`src/cbe_pkg_unused_guard.sv`:
```
// intentionally no content beyond an empty compilation unit
`default_nettype none
`default_nettype wire

```
`src/cbe_pkg.sv`:
```
// constants, register map and carrier types of the bit error, free time and data block
`default_nettype none
package cbe_pkg;

  // ****************************************
  // register byte offsets
  // ****************************************
  localparam logic [7:0] CBE_ADDR_CONTROL = 8'h00;
  localparam logic [7:0] CBE_ADDR_CONFIG  = 8'h04;
  localparam logic [7:0] CBE_ADDR_TX_BYTE = 8'h08;
  localparam logic [7:0] CBE_ADDR_RX_BYTE = 8'h0C;
  localparam logic [7:0] CBE_ADDR_STATUS  = 8'h10;
  localparam logic [7:0] CBE_ADDR_MASK    = 8'h14;

  // ****************************************
  // field positions
  // ****************************************
  localparam int CBE_CTL_ENABLE  = 0;
  localparam int CBE_CTL_START   = 1;
  localparam int CBE_CFG_SFT_LSB = 0;
  localparam int CBE_CFG_SFT_MSB = 2;
  localparam int CBE_CFG_TOL     = 3;
  localparam int CBE_CFG_RE_STOP = 4;
  localparam int CBE_CFG_RE_GEN  = 5;
  localparam int CBE_CFG_LP_GEN  = 6;
  localparam int CBE_CFG_OPT     = 8;
  localparam int CBE_CFG_W       = 9;

  // status and mask bits
  localparam int CBE_ST_LONG     = 0;
  localparam int CBE_ST_RISE     = 1;
  localparam int CBE_ST_RX_BYTE  = 2;
  localparam int CBE_ST_TX_OK    = 3;
  localparam int CBE_ST_TX_FAIL  = 4;
  localparam int CBE_ST_SFT_DONE = 5;
  localparam int CBE_ST_W        = 6;

  // ****************************************
  // reset values
  // ****************************************
  localparam logic [CBE_CFG_W-1:0] CBE_CFG_RESET = 9'h000;
  localparam logic [CBE_ST_W-1:0]  CBE_ST_RESET  = 6'h00;
  localparam logic [7:0]           CBE_BYTE_RESET = 8'h00;
  localparam logic [17:0]          CBE_CNT_ZERO  = 18'h00000;
  localparam logic [3:0]           CBE_HALF_ZERO = 4'h0;

  // ****************************************
  // free time codes and targets in half bit periods
  // ****************************************
  localparam logic [2:0] CBE_SFT_AUTO     = 3'h0;
  localparam logic [2:0] CBE_SFT_MAX_CODE = 3'h5;
  localparam logic [3:0] CBE_HALF_FAIL    = 4'h6;
  localparam logic [3:0] CBE_HALF_NEWINIT = 4'hA;
  localparam logic [3:0] CBE_HALF_SUCCESS = 4'hE;

  // ****************************************
  // timing in ns and derived cycle counts
  // ****************************************
  localparam int CBE_CLK_NS      = 20;
  localparam int CBE_BIT_NS      = 2400000;
  localparam int CBE_SAMPLE_NS   = 1050000;
  localparam int CBE_STD_MIN_NS  = 2050000;
  localparam int CBE_STD_MAX_NS  = 2750000;
  localparam int CBE_EXT_MIN_NS  = 1850000;
  localparam int CBE_EXT_MAX_NS  = 2950000;
  localparam int CBE_HALF_BIT_CYC = CBE_BIT_NS / (2 * CBE_CLK_NS);
  localparam int CBE_SAMPLE_CYC  = CBE_SAMPLE_NS / CBE_CLK_NS;
  localparam int CBE_STD_MIN_CYC = (CBE_STD_MIN_NS + CBE_CLK_NS - 1) / CBE_CLK_NS;
  localparam int CBE_STD_MAX_CYC = CBE_STD_MAX_NS / CBE_CLK_NS;
  localparam int CBE_EXT_MIN_CYC = (CBE_EXT_MIN_NS + CBE_CLK_NS - 1) / CBE_CLK_NS;
  localparam int CBE_EXT_MAX_CYC = CBE_EXT_MAX_NS / CBE_CLK_NS;

  // ****************************************
  // carriers
  // ****************************************
  typedef struct packed {
    logic       long_period;
    logic       rising_edge;
    logic       singlecast;
    logic       ack_fall;
    logic       rx_valid;
    logic [7:0] rx_data;
    logic       tx_success;
    logic       tx_fail;
    logic       arb_lost;
  } cbe_evt_t;

  typedef struct packed {
    logic       err_bit_req;
    logic       rx_stop;
    logic       sft_done;
    logic       enable;
    logic       start_req;
    logic [7:0] tx_data;
  } cbe_ctl_t;

  typedef struct packed {
    logic [17:0] sample_point;
    logic [17:0] bit_min;
    logic [17:0] bit_max;
  } cbe_timing_t;

  typedef enum logic [2:0] {
    CBE_IDLE  = 3'b001,
    CBE_COUNT = 3'b010,
    CBE_DONE  = 3'b100
  } cbe_sft_state_t;

endpackage
`default_nettype wire

```
`src/cbe_core.sv`:
```
// bit error handling, signal free time counter and data registers behind ahb-lite
`default_nettype none

// Function
// - long period error in singlecast drives error bit only when its enable is set
// - rising edge error in singlecast drives error bit only when its enable is set
// - stop rx on rising edge error if set, else sample at 1.05 ms
// - tolerance select picks standard or extended receive timing windows
// - free time codes 1 to 5 wait 1.5 to 5.5 nominal bit periods
// - free time is measured from the acknowledge bit falling edge
// - code 0 waits 3 bit periods after an unsuccessful transmission
// - code 0 waits 5 bit periods when becoming a new initiator
// - code 0 waits 7 bit periods after a successful transmission
// - write only transmit byte in bits 7:0 feeds the next byte sent
// - read only receive byte in bits 7:0 holds last byte received
// - free time starts on start request, or on enable when option is set
// - long bit period flags an error and stops reception
module cbe_core
  import cbe_pkg::*;
#(
  parameter logic [17:0] HALF_BIT_CYCLES = 18'(CBE_HALF_BIT_CYC),
  parameter logic [17:0] SAMPLE_CYCLES   = 18'(CBE_SAMPLE_CYC),
  parameter logic [17:0] STD_MIN_CYCLES  = 18'(CBE_STD_MIN_CYC),
  parameter logic [17:0] STD_MAX_CYCLES  = 18'(CBE_STD_MAX_CYC),
  parameter logic [17:0] EXT_MIN_CYCLES  = 18'(CBE_EXT_MIN_CYC),
  parameter logic [17:0] EXT_MAX_CYCLES  = 18'(CBE_EXT_MAX_CYC)
) (
  input  wire logic        clk,
  input  wire logic        rst_n,
  input  wire logic        ce,
  input  wire logic        hsel,
  input  wire logic [31:0] haddr,
  input  wire logic [1:0]  htrans,
  input  wire logic        hwrite,
  input  wire logic [2:0]  hsize,
  input  wire logic [31:0] hwdata,
  input  wire logic        hready,
  output logic             hreadyout,
  output logic             hresp,
  output logic [31:0]      hrdata,
  input  wire cbe_evt_t    evt,
  output cbe_ctl_t         ctl,
  output cbe_timing_t      timing,
  output logic             irq
);

  // ****************************************
  // state
  // ****************************************
  logic                 wr_pend_reg;
  logic                 wr_pend_next;
  logic [7:0]           addr_reg;
  logic [7:0]           addr_next;
  logic [31:0]          rdata_reg;
  logic [31:0]          rdata_next;
  logic                 enable_reg;
  logic                 enable_next;
  logic                 start_reg;
  logic                 start_next;
  logic [CBE_CFG_W-1:0] cfg_reg;
  logic [CBE_CFG_W-1:0] cfg_next;
  logic [7:0]           tx_reg;
  logic [7:0]           tx_next;
  logic [7:0]           rx_reg;
  logic [7:0]           rx_next;
  logic [CBE_ST_W-1:0]  stat_reg;
  logic [CBE_ST_W-1:0]  stat_next;
  logic [CBE_ST_W-1:0]  mask_reg;
  logic [CBE_ST_W-1:0]  mask_next;
  logic                 errbit_reg;
  logic                 errbit_next;
  logic                 rxstop_reg;
  logic                 rxstop_next;
  cbe_sft_state_t       sft_reg;
  cbe_sft_state_t       sft_next;
  logic [17:0]          cnt_reg;
  logic [17:0]          cnt_next;
  logic [3:0]           half_reg;
  logic [3:0]           half_next;
  logic                 fail_seen_reg;
  logic                 fail_seen_next;
  logic                 ok_seen_reg;
  logic                 ok_seen_next;

  // ****************************************
  // decoded fields
  // ****************************************
  logic       addr_phase;
  logic       wr_ctl;
  logic       wr_cfg;
  logic       wr_tx;
  logic       wr_stat;
  logic       wr_mask;
  logic [2:0] sft_code;
  logic       long_period_errbit_gen;
  logic       rising_edge_errbit_gen;
  logic       rising_edge_stop_rx;
  logic       rx_tolerance_select;
  logic       free_time_start_option;
  logic [3:0] half_target;
  logic [CBE_ST_W-1:0] stat_set;
  logic       sft_arm;

  assign sft_code               = cfg_reg[CBE_CFG_SFT_MSB:CBE_CFG_SFT_LSB];
  assign rx_tolerance_select    = cfg_reg[CBE_CFG_TOL];
  assign rising_edge_stop_rx    = cfg_reg[CBE_CFG_RE_STOP];
  assign rising_edge_errbit_gen = cfg_reg[CBE_CFG_RE_GEN];
  assign long_period_errbit_gen = cfg_reg[CBE_CFG_LP_GEN];
  assign free_time_start_option = cfg_reg[CBE_CFG_OPT];

  // ****************************************
  // ahb-lite slave
  // ****************************************
  assign addr_phase = hsel && htrans[1] && hready && ce;
  assign hreadyout  = ce;
  assign hresp      = 1'b0;
  assign hrdata     = rdata_reg;
  assign wr_ctl     = wr_pend_reg && ce && (addr_reg == CBE_ADDR_CONTROL);
  assign wr_cfg     = wr_pend_reg && ce && (addr_reg == CBE_ADDR_CONFIG);
  assign wr_tx      = wr_pend_reg && ce && (addr_reg == CBE_ADDR_TX_BYTE);
  assign wr_stat    = wr_pend_reg && ce && (addr_reg == CBE_ADDR_STATUS);
  assign wr_mask    = wr_pend_reg && ce && (addr_reg == CBE_ADDR_MASK);

  always_comb begin
    wr_pend_next = wr_pend_reg;
    addr_next    = addr_reg;
    rdata_next   = rdata_reg;
    if (ce && hready) begin
      wr_pend_next = addr_phase && hwrite;
      addr_next    = haddr[7:0];
    end
    if (addr_phase && !hwrite) begin
      unique case (haddr[7:0])
        CBE_ADDR_CONTROL: rdata_next = {30'h00000000, start_reg, enable_reg};
        CBE_ADDR_CONFIG:  rdata_next = {23'h000000, cfg_reg};
        CBE_ADDR_RX_BYTE: rdata_next = {24'h000000, rx_reg};
        CBE_ADDR_STATUS:  rdata_next = {26'h0000000, stat_reg};
        CBE_ADDR_MASK:    rdata_next = {26'h0000000, mask_reg};
        default:          rdata_next = 32'h00000000;
      endcase
    end
  end

  // ****************************************
  // software registers
  // ****************************************
  always_comb begin
    enable_next = enable_reg;
    start_next  = start_reg;
    cfg_next    = cfg_reg;
    tx_next     = tx_reg;
    mask_next   = mask_reg;
    rx_next     = rx_reg;
    if (wr_ctl) begin
      enable_next = hwdata[CBE_CTL_ENABLE];
      if (hwdata[CBE_CTL_START] && enable_reg) begin
        start_next = 1'b1;
      end
    end
    if (evt.tx_success || evt.tx_fail) begin
      start_next = 1'b0;
    end
    if (!enable_next) begin
      start_next = 1'b0;
    end
    if (wr_cfg && !enable_reg) begin
      cfg_next = hwdata[CBE_CFG_W-1:0];
      cfg_next[7] = 1'b0;
    end
    if (wr_tx) begin
      tx_next = hwdata[7:0];
    end
    if (wr_mask) begin
      mask_next = hwdata[CBE_ST_W-1:0];
    end
    if (ce && evt.rx_valid) begin
      rx_next = evt.rx_data;
    end
  end

  // ****************************************
  // error bit and stop requests
  // ****************************************
  always_comb begin
    errbit_next = 1'b0;
    rxstop_next = 1'b0;
    if (evt.singlecast && evt.long_period && long_period_errbit_gen) begin
      errbit_next = 1'b1;
    end
    if (evt.singlecast && evt.rising_edge && rising_edge_errbit_gen) begin
      errbit_next = 1'b1;
    end
    if (evt.long_period) begin
      rxstop_next = 1'b1;
    end
    if (evt.rising_edge && rising_edge_stop_rx) begin
      rxstop_next = 1'b1;
    end
  end

  // ****************************************
  // sticky status and interrupt
  // ****************************************
  always_comb begin
    stat_set = CBE_ST_RESET;
    stat_set[CBE_ST_LONG]     = evt.long_period;
    stat_set[CBE_ST_RISE]     = evt.rising_edge;
    stat_set[CBE_ST_RX_BYTE]  = evt.rx_valid;
    stat_set[CBE_ST_TX_OK]    = evt.tx_success;
    stat_set[CBE_ST_TX_FAIL]  = evt.tx_fail || evt.arb_lost;
    stat_set[CBE_ST_SFT_DONE] = (sft_reg == CBE_COUNT) && (sft_next == CBE_DONE);
    stat_next = stat_reg;
    if (wr_stat) begin
      stat_next = stat_reg & ~hwdata[CBE_ST_W-1:0];
    end
    stat_next = stat_next | stat_set;
  end

  assign irq = |(stat_reg & mask_reg);

  // ****************************************
  // signal free time counter
  // ****************************************
  always_comb begin
    if (sft_code == CBE_SFT_AUTO) begin
      if (fail_seen_reg) begin
        half_target = CBE_HALF_FAIL;
      end else if (ok_seen_reg) begin
        half_target = CBE_HALF_SUCCESS;
      end else begin
        half_target = CBE_HALF_NEWINIT;
      end
    end else if (sft_code > CBE_SFT_MAX_CODE) begin
      half_target = {CBE_SFT_MAX_CODE, 1'b1};
    end else begin
      half_target = {sft_code, 1'b1};
    end
  end

  assign sft_arm = enable_reg && (free_time_start_option || start_reg);

  always_comb begin
    sft_next       = sft_reg;
    cnt_next       = cnt_reg;
    half_next      = half_reg;
    fail_seen_next = fail_seen_reg || evt.tx_fail || evt.arb_lost;
    ok_seen_next   = ok_seen_reg || evt.tx_success;
    unique case (sft_reg)
      CBE_IDLE: begin
        if (sft_arm) begin
          sft_next  = CBE_COUNT;
          cnt_next  = CBE_CNT_ZERO;
          half_next = CBE_HALF_ZERO;
        end
      end
      CBE_COUNT: begin
        if (cnt_reg == HALF_BIT_CYCLES - 18'h00001) begin
          cnt_next  = CBE_CNT_ZERO;
          half_next = half_reg + 4'h1;
          if (half_reg + 4'h1 >= half_target) begin
            sft_next       = CBE_DONE;
            fail_seen_next = 1'b0;
            ok_seen_next   = 1'b0;
          end
        end else begin
          cnt_next = cnt_reg + 18'h00001;
        end
      end
      CBE_DONE: begin
        sft_next = CBE_DONE;
      end
    endcase
    if (evt.ack_fall && enable_reg) begin
      sft_next  = CBE_COUNT;
      cnt_next  = CBE_CNT_ZERO;
      half_next = CBE_HALF_ZERO;
    end
    if (!enable_reg) begin
      sft_next = CBE_IDLE;
    end
  end

  // ****************************************
  // outputs to the frame engine
  // ****************************************
  assign ctl.err_bit_req = errbit_reg;
  assign ctl.rx_stop     = rxstop_reg;
  assign ctl.sft_done    = (sft_reg == CBE_DONE);
  assign ctl.enable      = enable_reg;
  assign ctl.start_req   = start_reg;
  assign ctl.tx_data     = tx_reg;

  assign timing.sample_point = SAMPLE_CYCLES;
  assign timing.bit_min = rx_tolerance_select ? EXT_MIN_CYCLES : STD_MIN_CYCLES;
  assign timing.bit_max = rx_tolerance_select ? EXT_MAX_CYCLES : STD_MAX_CYCLES;

  // ****************************************
  // registers
  // ****************************************
  always_ff @(posedge clk) begin
    if (!rst_n) begin
      wr_pend_reg   <= 1'b0;
      addr_reg      <= CBE_ADDR_CONTROL;
      rdata_reg     <= 32'h00000000;
      enable_reg    <= 1'b0;
      start_reg     <= 1'b0;
      cfg_reg       <= CBE_CFG_RESET;
      tx_reg        <= CBE_BYTE_RESET;
      rx_reg        <= CBE_BYTE_RESET;
      stat_reg      <= CBE_ST_RESET;
      mask_reg      <= CBE_ST_RESET;
      errbit_reg    <= 1'b0;
      rxstop_reg    <= 1'b0;
      sft_reg       <= CBE_IDLE;
      cnt_reg       <= CBE_CNT_ZERO;
      half_reg      <= CBE_HALF_ZERO;
      fail_seen_reg <= 1'b0;
      ok_seen_reg   <= 1'b0;
    end else if (ce) begin
      wr_pend_reg   <= wr_pend_next;
      addr_reg      <= addr_next;
      rdata_reg     <= rdata_next;
      enable_reg    <= enable_next;
      start_reg     <= start_next;
      cfg_reg       <= cfg_next;
      tx_reg        <= tx_next;
      rx_reg        <= rx_next;
      stat_reg      <= stat_next;
      mask_reg      <= mask_next;
      errbit_reg    <= errbit_next;
      rxstop_reg    <= rxstop_next;
      sft_reg       <= sft_next;
      cnt_reg       <= cnt_next;
      half_reg      <= half_next;
      fail_seen_reg <= fail_seen_next;
      ok_seen_reg   <= ok_seen_next;
    end
  end

endmodule
`default_nettype wire

```
`config.mk`:
```
export PLATFORM = sky130hd
export DESIGN_NAME = cbe_core
export DESIGN_NICKNAME = d
export VERILOG_FILES = /design/src/cbe_pkg_unused_guard.sv /design/src/cbe_pkg.sv /design/src/cbe_core.sv
export SDC_FILE = /design/constraint.sdc
export NUM_CORES = 1
export LEC_CHECK = 0
export BUFFER_PORTS_ARGS = -buffer_cell sky130_fd_sc_hd__buf_2
export CAP_MARGIN = 40
export CORE_ASPECT_RATIO = 0.6
export CORE_UTILIZATION = 53
export CTS_CLUSTER_SIZE = 14
export DETAILED_ROUTE_END_ITERATION = 8
export GPL_ROUTABILITY_DRIVEN = 0
export PLACE_DENSITY = 0.87
export SYNTH_ARGS = -nofsm -noshare
export SYNTH_HDL_FRONTEND = slang
export SYNTH_SLANG_ARGS = --single-unit
```
`constraint.sdc`:
```
create_clock -name clk -period 2.8 [get_ports clk]
set_input_delay 0.14 -clock clk [delete_from_list [all_inputs] [get_ports clk]]
set_output_delay 0.14 -clock clk [all_outputs]
set_load 0.02 [all_outputs]
```
==> impl_metrics.tcl <==
set metrics [dict create \
    synth_edf_count 0 \
    grt_max_degree 36 \
    drtPass1Iterations 5 \
    final_area_um2 5100 \
    cts_buffers 9 \
    placeableCoreArea_um2 8560 \
    ant_nets 0 \
    status "finished clean" \
    grt_overflow_total 0 \
    worst_setup_path_start_kind "register" \
    max_freq_ghz 0.423 \
    finalSetupTns_ps 0 \
    synth_cells 548 \
    hold_slack_ps 57.6 \
    rr_startpoint "cnt_reg[0]" \
    synth.most_common_cell "dfxtp_1" \
    crit_fanout 4 \
    rsz0062_at_grt "false" \
    clock_latency_ps 340 \
    initial_core_util 0.551 \
    multi_input_area_um2 2520 \
    holdBufCountCts 0 \
    synth_area_leaders "dfxtp_1, buf_4, mux2i_1" \
    tightest_slew_ps 833 \
    startpoint "cnt_reg[0]" \
    avgViaCountPerCell 5.54 \
    hp-class "in -> reg" \
    ys_top_cells_by_count "dfxtp_1, buf_4, nand2_1" \
    die_w_um 124 \
    cts_root_buf "clkbuf_16" \
    min_from "haddr[6]" \
    wl_per_cell_um 16.3 \
    synth_top_area_frac 0.361 \
    largest_reg_flops 18 \
    num-nets-final 697 \
    hold_violations 0 \
    clk_path_buf_depth 2 \
    diodes 0 \
    worst-setup-path-type "reg -> reg" \
    cts_sinks 85 \
    cts_setup_buffers 0 \
    post-route-period-util 0.845 \
    num_vias 3974 \
    cts_tree "built" \
    seqCellArea_um2 1700 \
    grt_pass1_vias 3491 \
    clk_pin_slew_ps 60 \
    portBuffers 77 \
    grt_pass1_wl_um 17600 \
    antenna_found_initial 0 \
    power_density_nw_per_um2 511 \
    ys_ff_latch 85 \
    dp_worst_setup_slack_ps 642 \
    fill_cells 718 \
    wl_um 11700 \
    drc 0 \
    yosysUniqueCellTypes 54 \
    critPathArrivalTime_ps 2610 \
    fin_skew_ps 6.06 \
    dpl.hpwl_um 8510 \
    die-area_um2 9290 \
    ir_drop_mv 0.316 \
    fin_crit_ps 2360 \
    fp-row-count 26 \
    die_h_um 75.1 \
    yosysTopAreaCell "dfxtp_1" \
    place_area_um2 4820 \
    drv_cap 0 \
    async_flop_share 0 \
    ys_warn_count 0 \
    htree_levels 3 \
    drive_gt1_frac 0.185 \
    io_pins 193 \
    setup_slack_ps 435 \
    postSynthAreaPerCell_um2 8.61 \
    required_ps 3040 \
    yosysSeqAreaShare 0.361 \
    slew_viol_final 0 \
    setup_violations 0 \
    synth_ff_type "dfxtp_1" \
    drtIter0Drc 463 \
    syn2layout_area_growth_pct 8.04 \
    power_leakage_nw 2.26 \
    critPathCaptureType "register" \
    grt_usage 0.253 \
    finalPower_mw 2.61 \
    synth_area_um2 4720 \
    slew_headroom 0.440 \
    cts_resized 0 \
]
where the power goes:
group	switching, mW	internal, mW	total [mW]
registers	0.0172	1.23	1.25
logic	0.176	0.0646	0.241
clock network	0.473	0.645	1.12
total	0.666	1.94	2.61
routing by layer:
metal / share of wire / global-route usage
met4: 0.015 / 0.0843
met2: 0.43 / 0.366
met1: 0.45 / 0.356
met5: 0 / 0
met3: 0.10 / 0.0803
worst max-delay path, stage by stage, from the launching register on:
cell and delay (ps):
dfxtp_1 380, ha_1 200, nand3_1 100, nor4_1 650
nand2_1 230, or3_1 460, o31ai_1 240
cell type report:
| cell class | count | area share |
|---|---|---|
| well taps | 112 | 0.0275 |
| repair buffers | 83 | 0.0845 |
| clock inverters | 4 | 0.00442 |
| flip-flops and latches | 85 | 0.334 |
| inverters | 6 | 0.00442 |
| multi-input cells | 415 | 0.495 |
| clock buffers | 12 | 0.0503 |
worst paths after layout:
| kind | slack [ps] | cells past startpoint | to |
|---|---|---|---|
| max | 440 | 6 | half_reg[2] |
| min reg2reg | 470 | 2 | rx_reg[1] |
| min | 60 | 3 | addr_reg[6] |
| max reg2reg | 440 | 6 | half_reg[2] |
per-stage QoR:
| stage | instances | utilization |
|---|---|---|
| final | 717 | 0.596 |
| after global routing | 717 | 0.596 |
| after global placement | 701 | 0.563 |
| after detailed placement | 701 | 0.563 |
| after floorplan | 610 | - |
| after CTS | 717 | 0.596 |
cell usage in the layout (no fill, tap or decap), types with 3 or more instances in the layout:
| cell type | count |
|---|---|
| dfxtp_1 | 85 |
| buf_2 | 77 |
| conb_1 | 64 |
| nand2_1 | 55 |
| nand3_1 | 28 |
| mux2i_1 | 28 |
| nor2_1 | 27 |
| nor2b_1 | 27 |
| a21boi_0 | 24 |
| o21ai_0 | 18 |
| a21oi_1 | 15 |
| xor2_1 | 12 |
| a22oi_1 | 10 |
| nand4_1 | 10 |
| and3_1 | 9 |
| clkbuf_16 | 9 |
| or3_1 | 8 |
| inv_1 | 6 |
| a31oi_1 | 6 |
| ha_1 | 6 |
| buf_4 | 6 |
| xnor2_1 | 5 |
| nand2b_1 | 5 |
| a32o_1 | 5 |
| nor3_1 | 4 |
| and2_1 | 4 |
| o22ai_1 | 4 |
| nor3b_1 | 3 |
| and4_1 | 3 |
| or2_2 | 3 |
| nand3b_1 | 3 |
| clkinv_2 | 3 |
cell families after synthesis:
group,share of synthesized area
mux,0.0618
buf+inv,0.154
simple gates,0.237
fa+ha+maj,0.0159
xor+xnor,0.0316
flops,0.361
compound gates,0.138
other cells,0.00159
Note: power is estimated with default switching activity, not from simulation.
